<file path="config.mk">
export PLATFORM = sky130hd
export DESIGN_NAME = pdi_decap
export DESIGN_NICKNAME = d
export VERILOG_FILES = /design/src/hw/pdi_pkg.sv /design/src/hw/pdi_decap.sv
export SDC_FILE = /design/constraint.sdc
export NUM_CORES = 1
export LEC_CHECK = 0
export ABC_AREA = 1
export BUFFER_PORTS_ARGS = -buffer_cell sky130_fd_sc_hd__buf_2
export CORE_UTILIZATION = 45
export CTS_BUF_LIST = sky130_fd_sc_hd__clkbuf_4
export CTS_CLUSTER_DIAMETER = 60
export DETAILED_ROUTE_END_ITERATION = 12
export PLACE_DENSITY_LB_ADDON = 0.12
export SLEW_MARGIN = 20
export SYNTH_ARGS = -nofsm -noshare
export SYNTH_HDL_FRONTEND = slang
export SYNTH_SLANG_ARGS = --single-unit
</file>
<file path="constraint.sdc">
create_clock -name sys_clk -period 3.8 [get_ports sys_clk]
set_clock_uncertainty 0.2 [all_clocks]
set_input_delay 0.19 -clock sys_clk [delete_from_list [all_inputs] [get_ports sys_clk]]
set_output_delay 0.19 -clock sys_clk [all_outputs]
set_load 0.01 [all_outputs]
</file>
<file path="src/hw/pdi_pkg.sv">
/*
 * Shared types and constants of the PDCP decapsulation block with
 * confidentiality and integrity: data block layout, override register
 * layout, sequence number sizes and the controller state.
 * Assumes one clock domain and byte-wide frame streams.
 */
package pdi_pkg;

    // Protocol data block words as the job hands them over
    typedef struct packed {
        logic [31:0] word0;                 // Reserved and options byte
        logic [31:0] word1;                 // Hyper frame number, reserved
        logic [31:0] word2;                 // Bearer, direction
        logic [31:0] word3;                 // Renegotiation threshold
    } pdi_pdb_s;

    // Options byte fields in data block word 0
    localparam int unsigned SNS_LSB        = 1;
    localparam logic [1:0]  SNS_SN12       = 2'h0;
    localparam logic [1:0]  SNS_SN7        = 2'h1;
    localparam logic [1:0]  SNS_SN15       = 2'h2;
    localparam logic [3:0]  SN_W_CTRL      = 4'h5;
    localparam logic [3:0]  SN_W_7         = 4'h7;
    localparam logic [3:0]  SN_W_12        = 4'hc;
    localparam logic [3:0]  SN_W_15        = 4'hf;

    // Override register layout and reset value
    localparam int unsigned OVERRIDE_FLAG_FLAG_BIT  = 31;
    localparam logic [31:0] OVERRIDE_FLAG_RESET     = 32'h0000_0000;
    localparam logic [31:0] ALL_ONES       = 32'hffff_ffff;

    // Received integrity check value is four bytes at the tail
    localparam logic [1:0]  ICV_LAST       = 2'h3;
    localparam logic [15:0] ICV_BYTES      = 16'h0004;

    typedef enum logic [3:0] {
        S_IDLE  = 4'b0000,
        S_HDR   = 4'b0001,
        S_CALC  = 4'b0010,
        S_EHDR  = 4'b0011,
        S_PAY   = 4'b0100,
        S_PWAIT = 4'b0101,
        S_MACIN = 4'b0110,
        S_MACO  = 4'b0111,
        S_MWAIT = 4'b1000,
        S_DONE  = 4'b1001
    } pdi_state_e;

    // Whole state of the controller
    typedef struct packed {
        pdi_state_e  st;
        pdi_pdb_s    protocol_data_block;
        logic [31:0] override_flag;
        logic [3:0]  snw;
        logic        hlen2;
        logic        hcnt;
        logic [15:0] hdr;
        logic [15:0] cnt;
        logic [31:0] hyper_frame_number;
        logic [15:0] sn;
        logic [31:0] rx_mac;
        logic [1:0]  mcnt;
        logic        err;
        logic        in_ready;
        logic        c1_load;
        logic        c2_load;
        logic [63:0] iv;
        logic        c1_valid;
        logic [7:0]  c1_data;
        logic        c2_valid;
        logic [7:0]  c2_data;
        logic        c2_last;
        logic        out_valid;
        logic [7:0]  out_data;
        logic        out_last;
        logic        done;
        logic        error;
        logic        warn;
        logic        wb;
        logic [31:0] wb_word1;
    } pdi_reg_s;

endpackage

</file>
<file path="src/hw/pdi_decap.sv">
/*
 * PDCP decapsulation controller for frames carrying both ciphering and
 * integrity protection. Reads the header, builds the IVs, steers header,
 * payload and received MAC through the class 1 and class 2 engines,
 * checks the MAC and writes out header plus plaintext.
 * Assumes engines, job source and output sink share sys_clk, and that
 * class 2 and the output sink accept a byte on every cycle.
 */
`timescale 1ns/1ps
module pdi_decap (
    input  wire logic              sys_clk,
    input  wire logic              reset,
    input  wire logic              job_start,
    input  wire pdi_pkg::pdi_pdb_s job_pdb,
    input  wire logic [15:0]       job_len,
    input  wire logic              job_ctrl_plane,
    input  wire logic              override_flag_load,
    input  wire logic [31:0]       override_flag_load_data,
    input  wire logic              qi_load,
    input  wire logic [31:0]       qi_status_cmd,
    input  wire logic              in_valid,
    input  wire logic [7:0]        in_data,
    output logic                   in_ready,
    output logic                   c1_iv_load,
    output logic                   c2_iv_load,
    output logic [63:0]            iv,
    output logic                   c1_valid,
    output logic [7:0]             c1_data,
    input  wire logic              c1_pt_valid,
    input  wire logic [7:0]        c1_pt_data,
    output logic                   c2_valid,
    output logic [7:0]             c2_data,
    output logic                   c2_last,
    input  wire logic              c2_mac_valid,
    input  wire logic [31:0]       c2_mac,
    output logic                   out_valid,
    output logic [7:0]             out_data,
    output logic                   out_last,
    output logic                   job_done,
    output logic                   job_error,
    output logic                   job_warning,
    output logic                   wb_desc_valid,
    output logic                   wb_mem_valid,
    output logic [31:0]            wb_word1,
    output logic [31:0]            override_value,
    output logic                   busy
);
    import pdi_pkg::*;

    pdi_reg_s cur;
    pdi_reg_s nxt;

    // Sequence number width from plane and options byte; 0 = reserved
    function automatic logic [3:0] sn_width(input logic ctrl,
                                            input logic [1:0] sel);
        if (ctrl) begin
            return SN_W_CTRL;
        end
        case (sel)
            SNS_SN12: return SN_W_12;
            SNS_SN7:  return SN_W_7;
            SNS_SN15: return SN_W_15;
            default:  return 4'h0;
        endcase
    endfunction

    // Right aligned HYPER_FRAME_NUMBER field mask for a given sequence number width
    function automatic logic [31:0] hfn_mask(input logic [3:0] w);
        return ALL_ONES >> w;
    endfunction

    logic [3:0]  start_w;
    logic [15:0] sn_now;
    logic [31:0] hfn_now;
    logic [31:0] word1_now;

    // Values derived combinationally from the incoming job inputs (start_w) and the latched job
    always_comb begin
        start_w   = sn_width(job_ctrl_plane, job_pdb.word0[SNS_LSB +: 2]);
        // Sequence number is the low snw bits of the header
        sn_now    = cur.hdr & ((16'h0001 << cur.snw) - 16'h0001);
        sn_now    = cur.hlen2 ? sn_now : {8'h00, sn_now[7:0]};
        hfn_now   = (cur.hyper_frame_number + {31'h0, sn_now == 16'h0000})
                    & hfn_mask(cur.snw);
        word1_now = (cur.hyper_frame_number << cur.snw)
                    | (cur.protocol_data_block.word1 & ~(ALL_ONES << cur.snw));
    end

    // Next state; pulses default low each cycle
    always_comb begin
        nxt          = cur;
        nxt.c1_load  = 1'b0;
        nxt.c2_load  = 1'b0;
        nxt.c1_valid = 1'b0;
        nxt.c2_valid = 1'b0;
        nxt.c2_last  = 1'b0;
        nxt.out_valid = 1'b0;
        nxt.out_last = 1'b0;
        nxt.done     = 1'b0;
        nxt.wb       = 1'b0;
        // immediate loads of the override register
        if (qi_load) begin
            nxt.override_flag = qi_status_cmd;
        end else if (override_flag_load) begin
            nxt.override_flag = override_flag_load_data;
        end
        case (cur.st)
            S_IDLE: begin
                if (job_start) begin
                    nxt.protocol_data_block   = job_pdb;
                    nxt.snw   = start_w;
                    nxt.hlen2 = start_w > SN_W_7;
                    nxt.hcnt  = 1'b0;
                    nxt.err   = 1'b0;
                    nxt.warn  = 1'b0;
                    nxt.cnt   = job_len - ICV_BYTES
                                - (start_w > SN_W_7 ? 16'h0002 : 16'h0001);
                    nxt.hyper_frame_number   = cur.override_flag[OVERRIDE_FLAG_FLAG_BIT]
                                ? cur.override_flag & hfn_mask(start_w)
                                : job_pdb.word1 >> start_w;
                    if (start_w == 4'h0) begin
                        nxt.err = 1'b1;
                        nxt.st  = S_DONE;
                    end else begin
                        nxt.in_ready = 1'b1;
                        nxt.st       = S_HDR;
                    end
                end
            end
            S_HDR: begin
                if (in_valid) begin
                    nxt.hdr  = {cur.hdr[7:0], in_data};
                    nxt.hcnt = ~cur.hcnt;
                    if (!cur.hlen2 || cur.hcnt) begin
                        nxt.in_ready = 1'b0;
                        nxt.st       = S_CALC;
                    end
                end
            end
            S_CALC: begin
                // count and IV; wrap bumps HYPER_FRAME_NUMBER
                nxt.sn      = sn_now;
                nxt.hyper_frame_number     = hfn_now;
                nxt.iv      = {(hfn_now << cur.snw) | {16'h0, sn_now},
                               cur.protocol_data_block.word2};
                nxt.c1_load = 1'b1;
                nxt.c2_load = 1'b1;
                nxt.hcnt    = 1'b0;
                nxt.st      = S_EHDR;
            end
            S_EHDR: begin
                // header to class 2 and output, not class 1
                nxt.c2_valid  = 1'b1;
                nxt.out_valid = 1'b1;
                nxt.c2_data   = (cur.hlen2 && !cur.hcnt) ? cur.hdr[15:8]
                                                        : cur.hdr[7:0];
                nxt.out_data  = nxt.c2_data;
                nxt.hcnt      = ~cur.hcnt;
                if (!cur.hlen2 || cur.hcnt) begin
                    nxt.out_last = cur.cnt == 16'h0000;
                    nxt.in_ready = 1'b1;
                    nxt.mcnt     = 2'h0;
                    nxt.st       = (cur.cnt == 16'h0000) ? S_MACIN : S_PAY;
                end
            end
            S_PAY: begin
                if (in_valid) begin
                    nxt.c1_valid = 1'b1;
                    nxt.c1_data  = in_data;
                    nxt.in_ready = 1'b0;
                    nxt.st       = S_PWAIT;
                end
            end
            S_PWAIT: begin
                // plaintext to output and class 2
                if (c1_pt_valid) begin
                    nxt.c2_valid  = 1'b1;
                    nxt.c2_data   = c1_pt_data;
                    nxt.out_valid = 1'b1;
                    nxt.out_data  = c1_pt_data;
                    nxt.out_last  = cur.cnt == 16'h0001;
                    nxt.cnt       = cur.cnt - 16'h0001;
                    nxt.in_ready  = 1'b1;
                    nxt.st = (cur.cnt == 16'h0001) ? S_MACIN : S_PAY;
                end
            end
            S_MACIN: begin
                // received MAC is held back from the output
                if (in_valid) begin
                    nxt.rx_mac = {cur.rx_mac[23:0], in_data};
                    nxt.mcnt   = cur.mcnt + 2'h1;
                    if (cur.mcnt == ICV_LAST) begin
                        nxt.in_ready = 1'b0;
                        nxt.st       = S_MACO;
                    end
                end
            end
            S_MACO: begin
                // received MAC into class 2, high byte first
                nxt.c2_valid = 1'b1;
                nxt.c2_data  = cur.rx_mac[31:24];
                nxt.rx_mac   = {cur.rx_mac[23:0], cur.rx_mac[31:24]};
                nxt.mcnt     = cur.mcnt + 2'h1;
                if (cur.mcnt == ICV_LAST) begin
                    nxt.c2_last = 1'b1;
                    nxt.st      = S_MWAIT;
                end
            end
            S_MWAIT: begin
                // any differing bit is an error
                if (c2_mac_valid) begin
                    nxt.err = c2_mac != cur.rx_mac;
                    nxt.st  = S_DONE;
                end
            end
            S_DONE: begin
                // write back changed word, warn on threshold
                nxt.done     = 1'b1;
                nxt.error    = cur.err;
                nxt.warn     = !cur.err && cur.hyper_frame_number >= cur.protocol_data_block.word3;
                nxt.wb       = !cur.err && word1_now != cur.protocol_data_block.word1;
                nxt.wb_word1 = word1_now;
                nxt.st       = S_IDLE;
            end
            default: nxt.st = S_IDLE;
        endcase
    end

    // State register; synchronous reset
    always_ff @(posedge sys_clk) begin
        if (reset) begin
            cur      <= '0;
            cur.override_flag <= OVERRIDE_FLAG_RESET;
            cur.st   <= S_IDLE;
        end else begin
            cur <= nxt;
        end
    end

    // Outputs straight from state flops
    assign in_ready       = cur.in_ready;
    assign c1_iv_load     = cur.c1_load;
    assign c2_iv_load     = cur.c2_load;
    assign iv             = cur.iv;
    assign c1_valid       = cur.c1_valid;
    assign c1_data        = cur.c1_data;
    assign c2_valid       = cur.c2_valid;
    assign c2_data        = cur.c2_data;
    assign c2_last        = cur.c2_last;
    assign out_valid      = cur.out_valid;
    assign out_data       = cur.out_data;
    assign out_last       = cur.out_last;
    assign job_done       = cur.done;
    assign job_error      = cur.error;
    assign job_warning    = cur.warn;
    assign wb_desc_valid  = cur.wb;
    assign wb_mem_valid   = cur.wb;
    assign wb_word1       = cur.wb_word1;
    assign override_value = cur.override_flag;
    assign busy           = cur.st != S_IDLE;
endmodule // pdi_decap

</file>
==> metrics.cfg <==
[worst_setup_path]
critPathMaxFanout=5
cp-start-kind=flop
critPathRequiredTime_ns=4.39
worstSetupEndpointType=flop
cp.arrival_ns=4.54
critPathKind=flop to flop

[logic_synthesis]
syn_area_um2=23000
syn_nets=3839
synth_ff_type=dfxtp_1
yosys_warnings=0
synth.avg_cell_area_um2=6.52
ys_seq_elements=367
async_reset_ff_share_pct=0
synthCells=3530
synth_edf_count=0
yosysSeqAreaShare_pct=31.9
synth_cell_types=56

[floorplan]
die_area_um2=52000
die_y_um=228
num_rows=82
core_area_um2=50300
initial_core_util_pct=45.8
fp.dieW_um=228
io_pins=431

[routing]
routed.top_layer=met4
drc=0
via_per_inst=5.57
dr_wl_met2_um=47800
wl_met3_um=8560
routed_wl_um=104000
first_pass_iters=8
wl_met1_um=40500
wl_per_cell_um=20.6
detail_route.iter0.violations=2469
vias=28196
postRouteAntennaNets=0

[run_status]
violations=negative setup slack
outcome=complete, but fails checks

[global_route]
grt_max_degree=163
grt_pass1_vias=27911
grt_pass1_wl_um=158000
grt_usage_pct=39.1
antenna_found_initial=9
gr-total-overflow=0

[sta]
layout_setup_ws_ns=-0.154
final.period_utilization_pct=104
fin_setup_tns_ns=-1.63
worst_hold_slack_ns=0.0770
setup_viol=20
maxSlewHeadroom_pct=30.2
fin_crit_ns=3.95
grt_setup_unrepaired=true
max_freq_ghz=0.253
hold_violations=0
tightest_slew_ns=1.04
drv_slew=0

[cts]
clock-sinks=367
cts-htree-levels=3
numCtsBuffers=101
cts-root-buf=clkbuf_4
worstSkewPairLatency_ns=0.90
clk_path_buf_depth=3
clk_pin_slew_ns=0.07
cts_tree=built

[placed_design]
hpwlAfterDp_um=70800
gp_congestion=0.991
port-buffer-count=400

[cells_and_area]
nets=4612
drive_gt1_share_pct=20.4
syn_to_final_growth_pct=36.4

[power]
vdd_drop_max_v=0.000372
powerDensity_nw_per_um2=579
p_leak_nw=14.7

[run]
max_cap_violations=0

[hold_path]
hold_path.class=input pin to flop

[placed cells by master (no fill, tap or decap), drive strengths merged, types with 17 or more instances in the layout]
cell type and instances:
a21oi 290, a31oi 37, buf 562, clkbuf 147, clkinv 32, dfxtp 367, dlygate4sd3 457, ha 43
inv 374, nand2 753, nand3 367, nand4 51, nor2 292, nor3 20, o2111ai 17, o211ai 38
o21ai 383, o22ai 20, xnor2 17, xor2 28
[timing repair]
item,4_1_cts,5_1_grt
pin swaps,32,33
endpoints found under the setup margin,37,51
setup buffers,6,10
endpoints found under the hold margin,264,0
hold buffers,457,0
gates resized for setup,52,63
[kinds of logic (layout without fill, tap and decap cells)]
kind of cell	count (synthesis)	count (layout)	synth area share [%]
other	0	7	0
DFF	367	367	31.9
and+or+nand+nor	1509	1509	28.6
muxes	13	13	0.566
adders and majority gates	44	44	2.43
AOI/OAI and AO/OA	827	827	19.7
xor gates and xnor gates	45	45	1.75
buffers and inverters	725	1576	15.0
[cell usage after synthesis, drive strengths merged (10+ instances only)]
cell type / count / area share, %
o2111ai: 17 / 0.65
or2: 12 / 0.33
xnor2: 17 / 0.65
o21ai: 383 / 8.4
nand4: 51 / 1.4
inv: 374 / 6.1
o22ai: 20 / 0.54
clkbuf: 113 / 1.8
xor2: 28 / 1.1
buf: 235 / 7.0
ha: 43 / 2.3
mux2i: 13 / 0.57
o211ai: 38 / 1.2
nor2: 292 / 5.2
a31oi: 37 / 1.0
nor3: 20 / 0.48
dfxtp: 367 / 32
nand3: 367 / 8.2
a21oi: 290 / 6.4
nand2: 753 / 13
o221ai: 13 / 0.49
nor4: 10 / 0.27
[stage by stage]
step	cell area [um2]	power, mW	setup WS, ns	utilization, %	std cells
after floorplan	23000	10.6	0.0216	-	3530
after global placement	25000	13.3	-0.312	49.7	4399
after detailed placement	25000	13.4	-0.395	49.7	4399
after CTS	31000	17.8	-0.115	61.7	5043
after global routing	31400	19.3	-0.345	62.4	5059
final	31400	18.2	-0.154	62.4	5060
[worst max-delay path: stages, from the launching register on]
cell and delay [ns]:
dfxtp_2 0.33, inv_2 0.10, nand2_2 0.09, nor2_4 0.13
inv_2 0.06, ha_4 0.16, inv_4 0.06, buf_4 0.10
a21oi_1 0.04, xor2_1 0.14, nand3_1 0.12, nand2_1 0.08
nor4_2 0.27, ha_2 0.27, ha_4 0.17, nand2_4 0.06
nor2_4 0.26, nand2_2 0.14, nor2_4 0.12, nand2_1 0.06
nand2_1 0.10, nand4_1 0.20, nand3_1 0.21, nand3_2 0.10
nand3_2 0.10, nand2_1 0.07, a21oi_2 0.12
[sequential cells by signal, indices dropped and copies added (netlist names)]
| signal | flops |
|---|---|
| c2_valid | 1 |
| c1_valid | 1 |
| in_ready | 1 |
| iv | 64 |
| c1_data | 8 |
| wb_word1 | 32 |
| job_done | 1 |
| c2_data | 8 |
| out_valid | 1 |
| out_data | 8 |
| job_warning | 1 |
| cur | 204 |
| c1_iv_load | 1 |
| job_error | 1 |
| c2_last | 1 |
| override_value | 32 |
| out_last | 1 |
| wb_desc_valid | 1 |
[where the power goes]
group	total [mW]	internal (mW)	switching [mW]
Clock	3.63	1.78	1.85
Combinational	9.14	3.25	5.89
Sequential	5.42	4.59	0.822
Total	18.2	9.62	8.56
[area by class of cell]
class | instances | area, um2
antenna | 7 | 17.5
clock buffer | 147 | 1100
timing repair buffer | 1019 | 7850
clock inverter | 34 | 160
tap | 672 | 841
sequential | 367 | 7350
inverter | 376 | 1420
fill | 4643 | 18900
multi-input combinational | 2438 | 12600
[metal layers]
layer	track usage, %	vias to the layer above
li1	-	13191
met1	45.6	13099
met2	64.0	1469
met3	8.25	437
met4	27.2	0
met5	0	-
[final timing paths]
| path | start | end | slack [ns] | cells past startpoint |
|---|---|---|---|---|
| max reg2reg | cur[250] | iv[55] | -0.15 | 26 |
| max | cur[250] | iv[55] | -0.15 | 26 |
| min reg2reg | cur[324] | iv[7] | 0.23 | 2 |
| min | c1_pt_data[3] | out_data[3] | 0.08 | 6 |
Power figures use the tool's default switching activity.
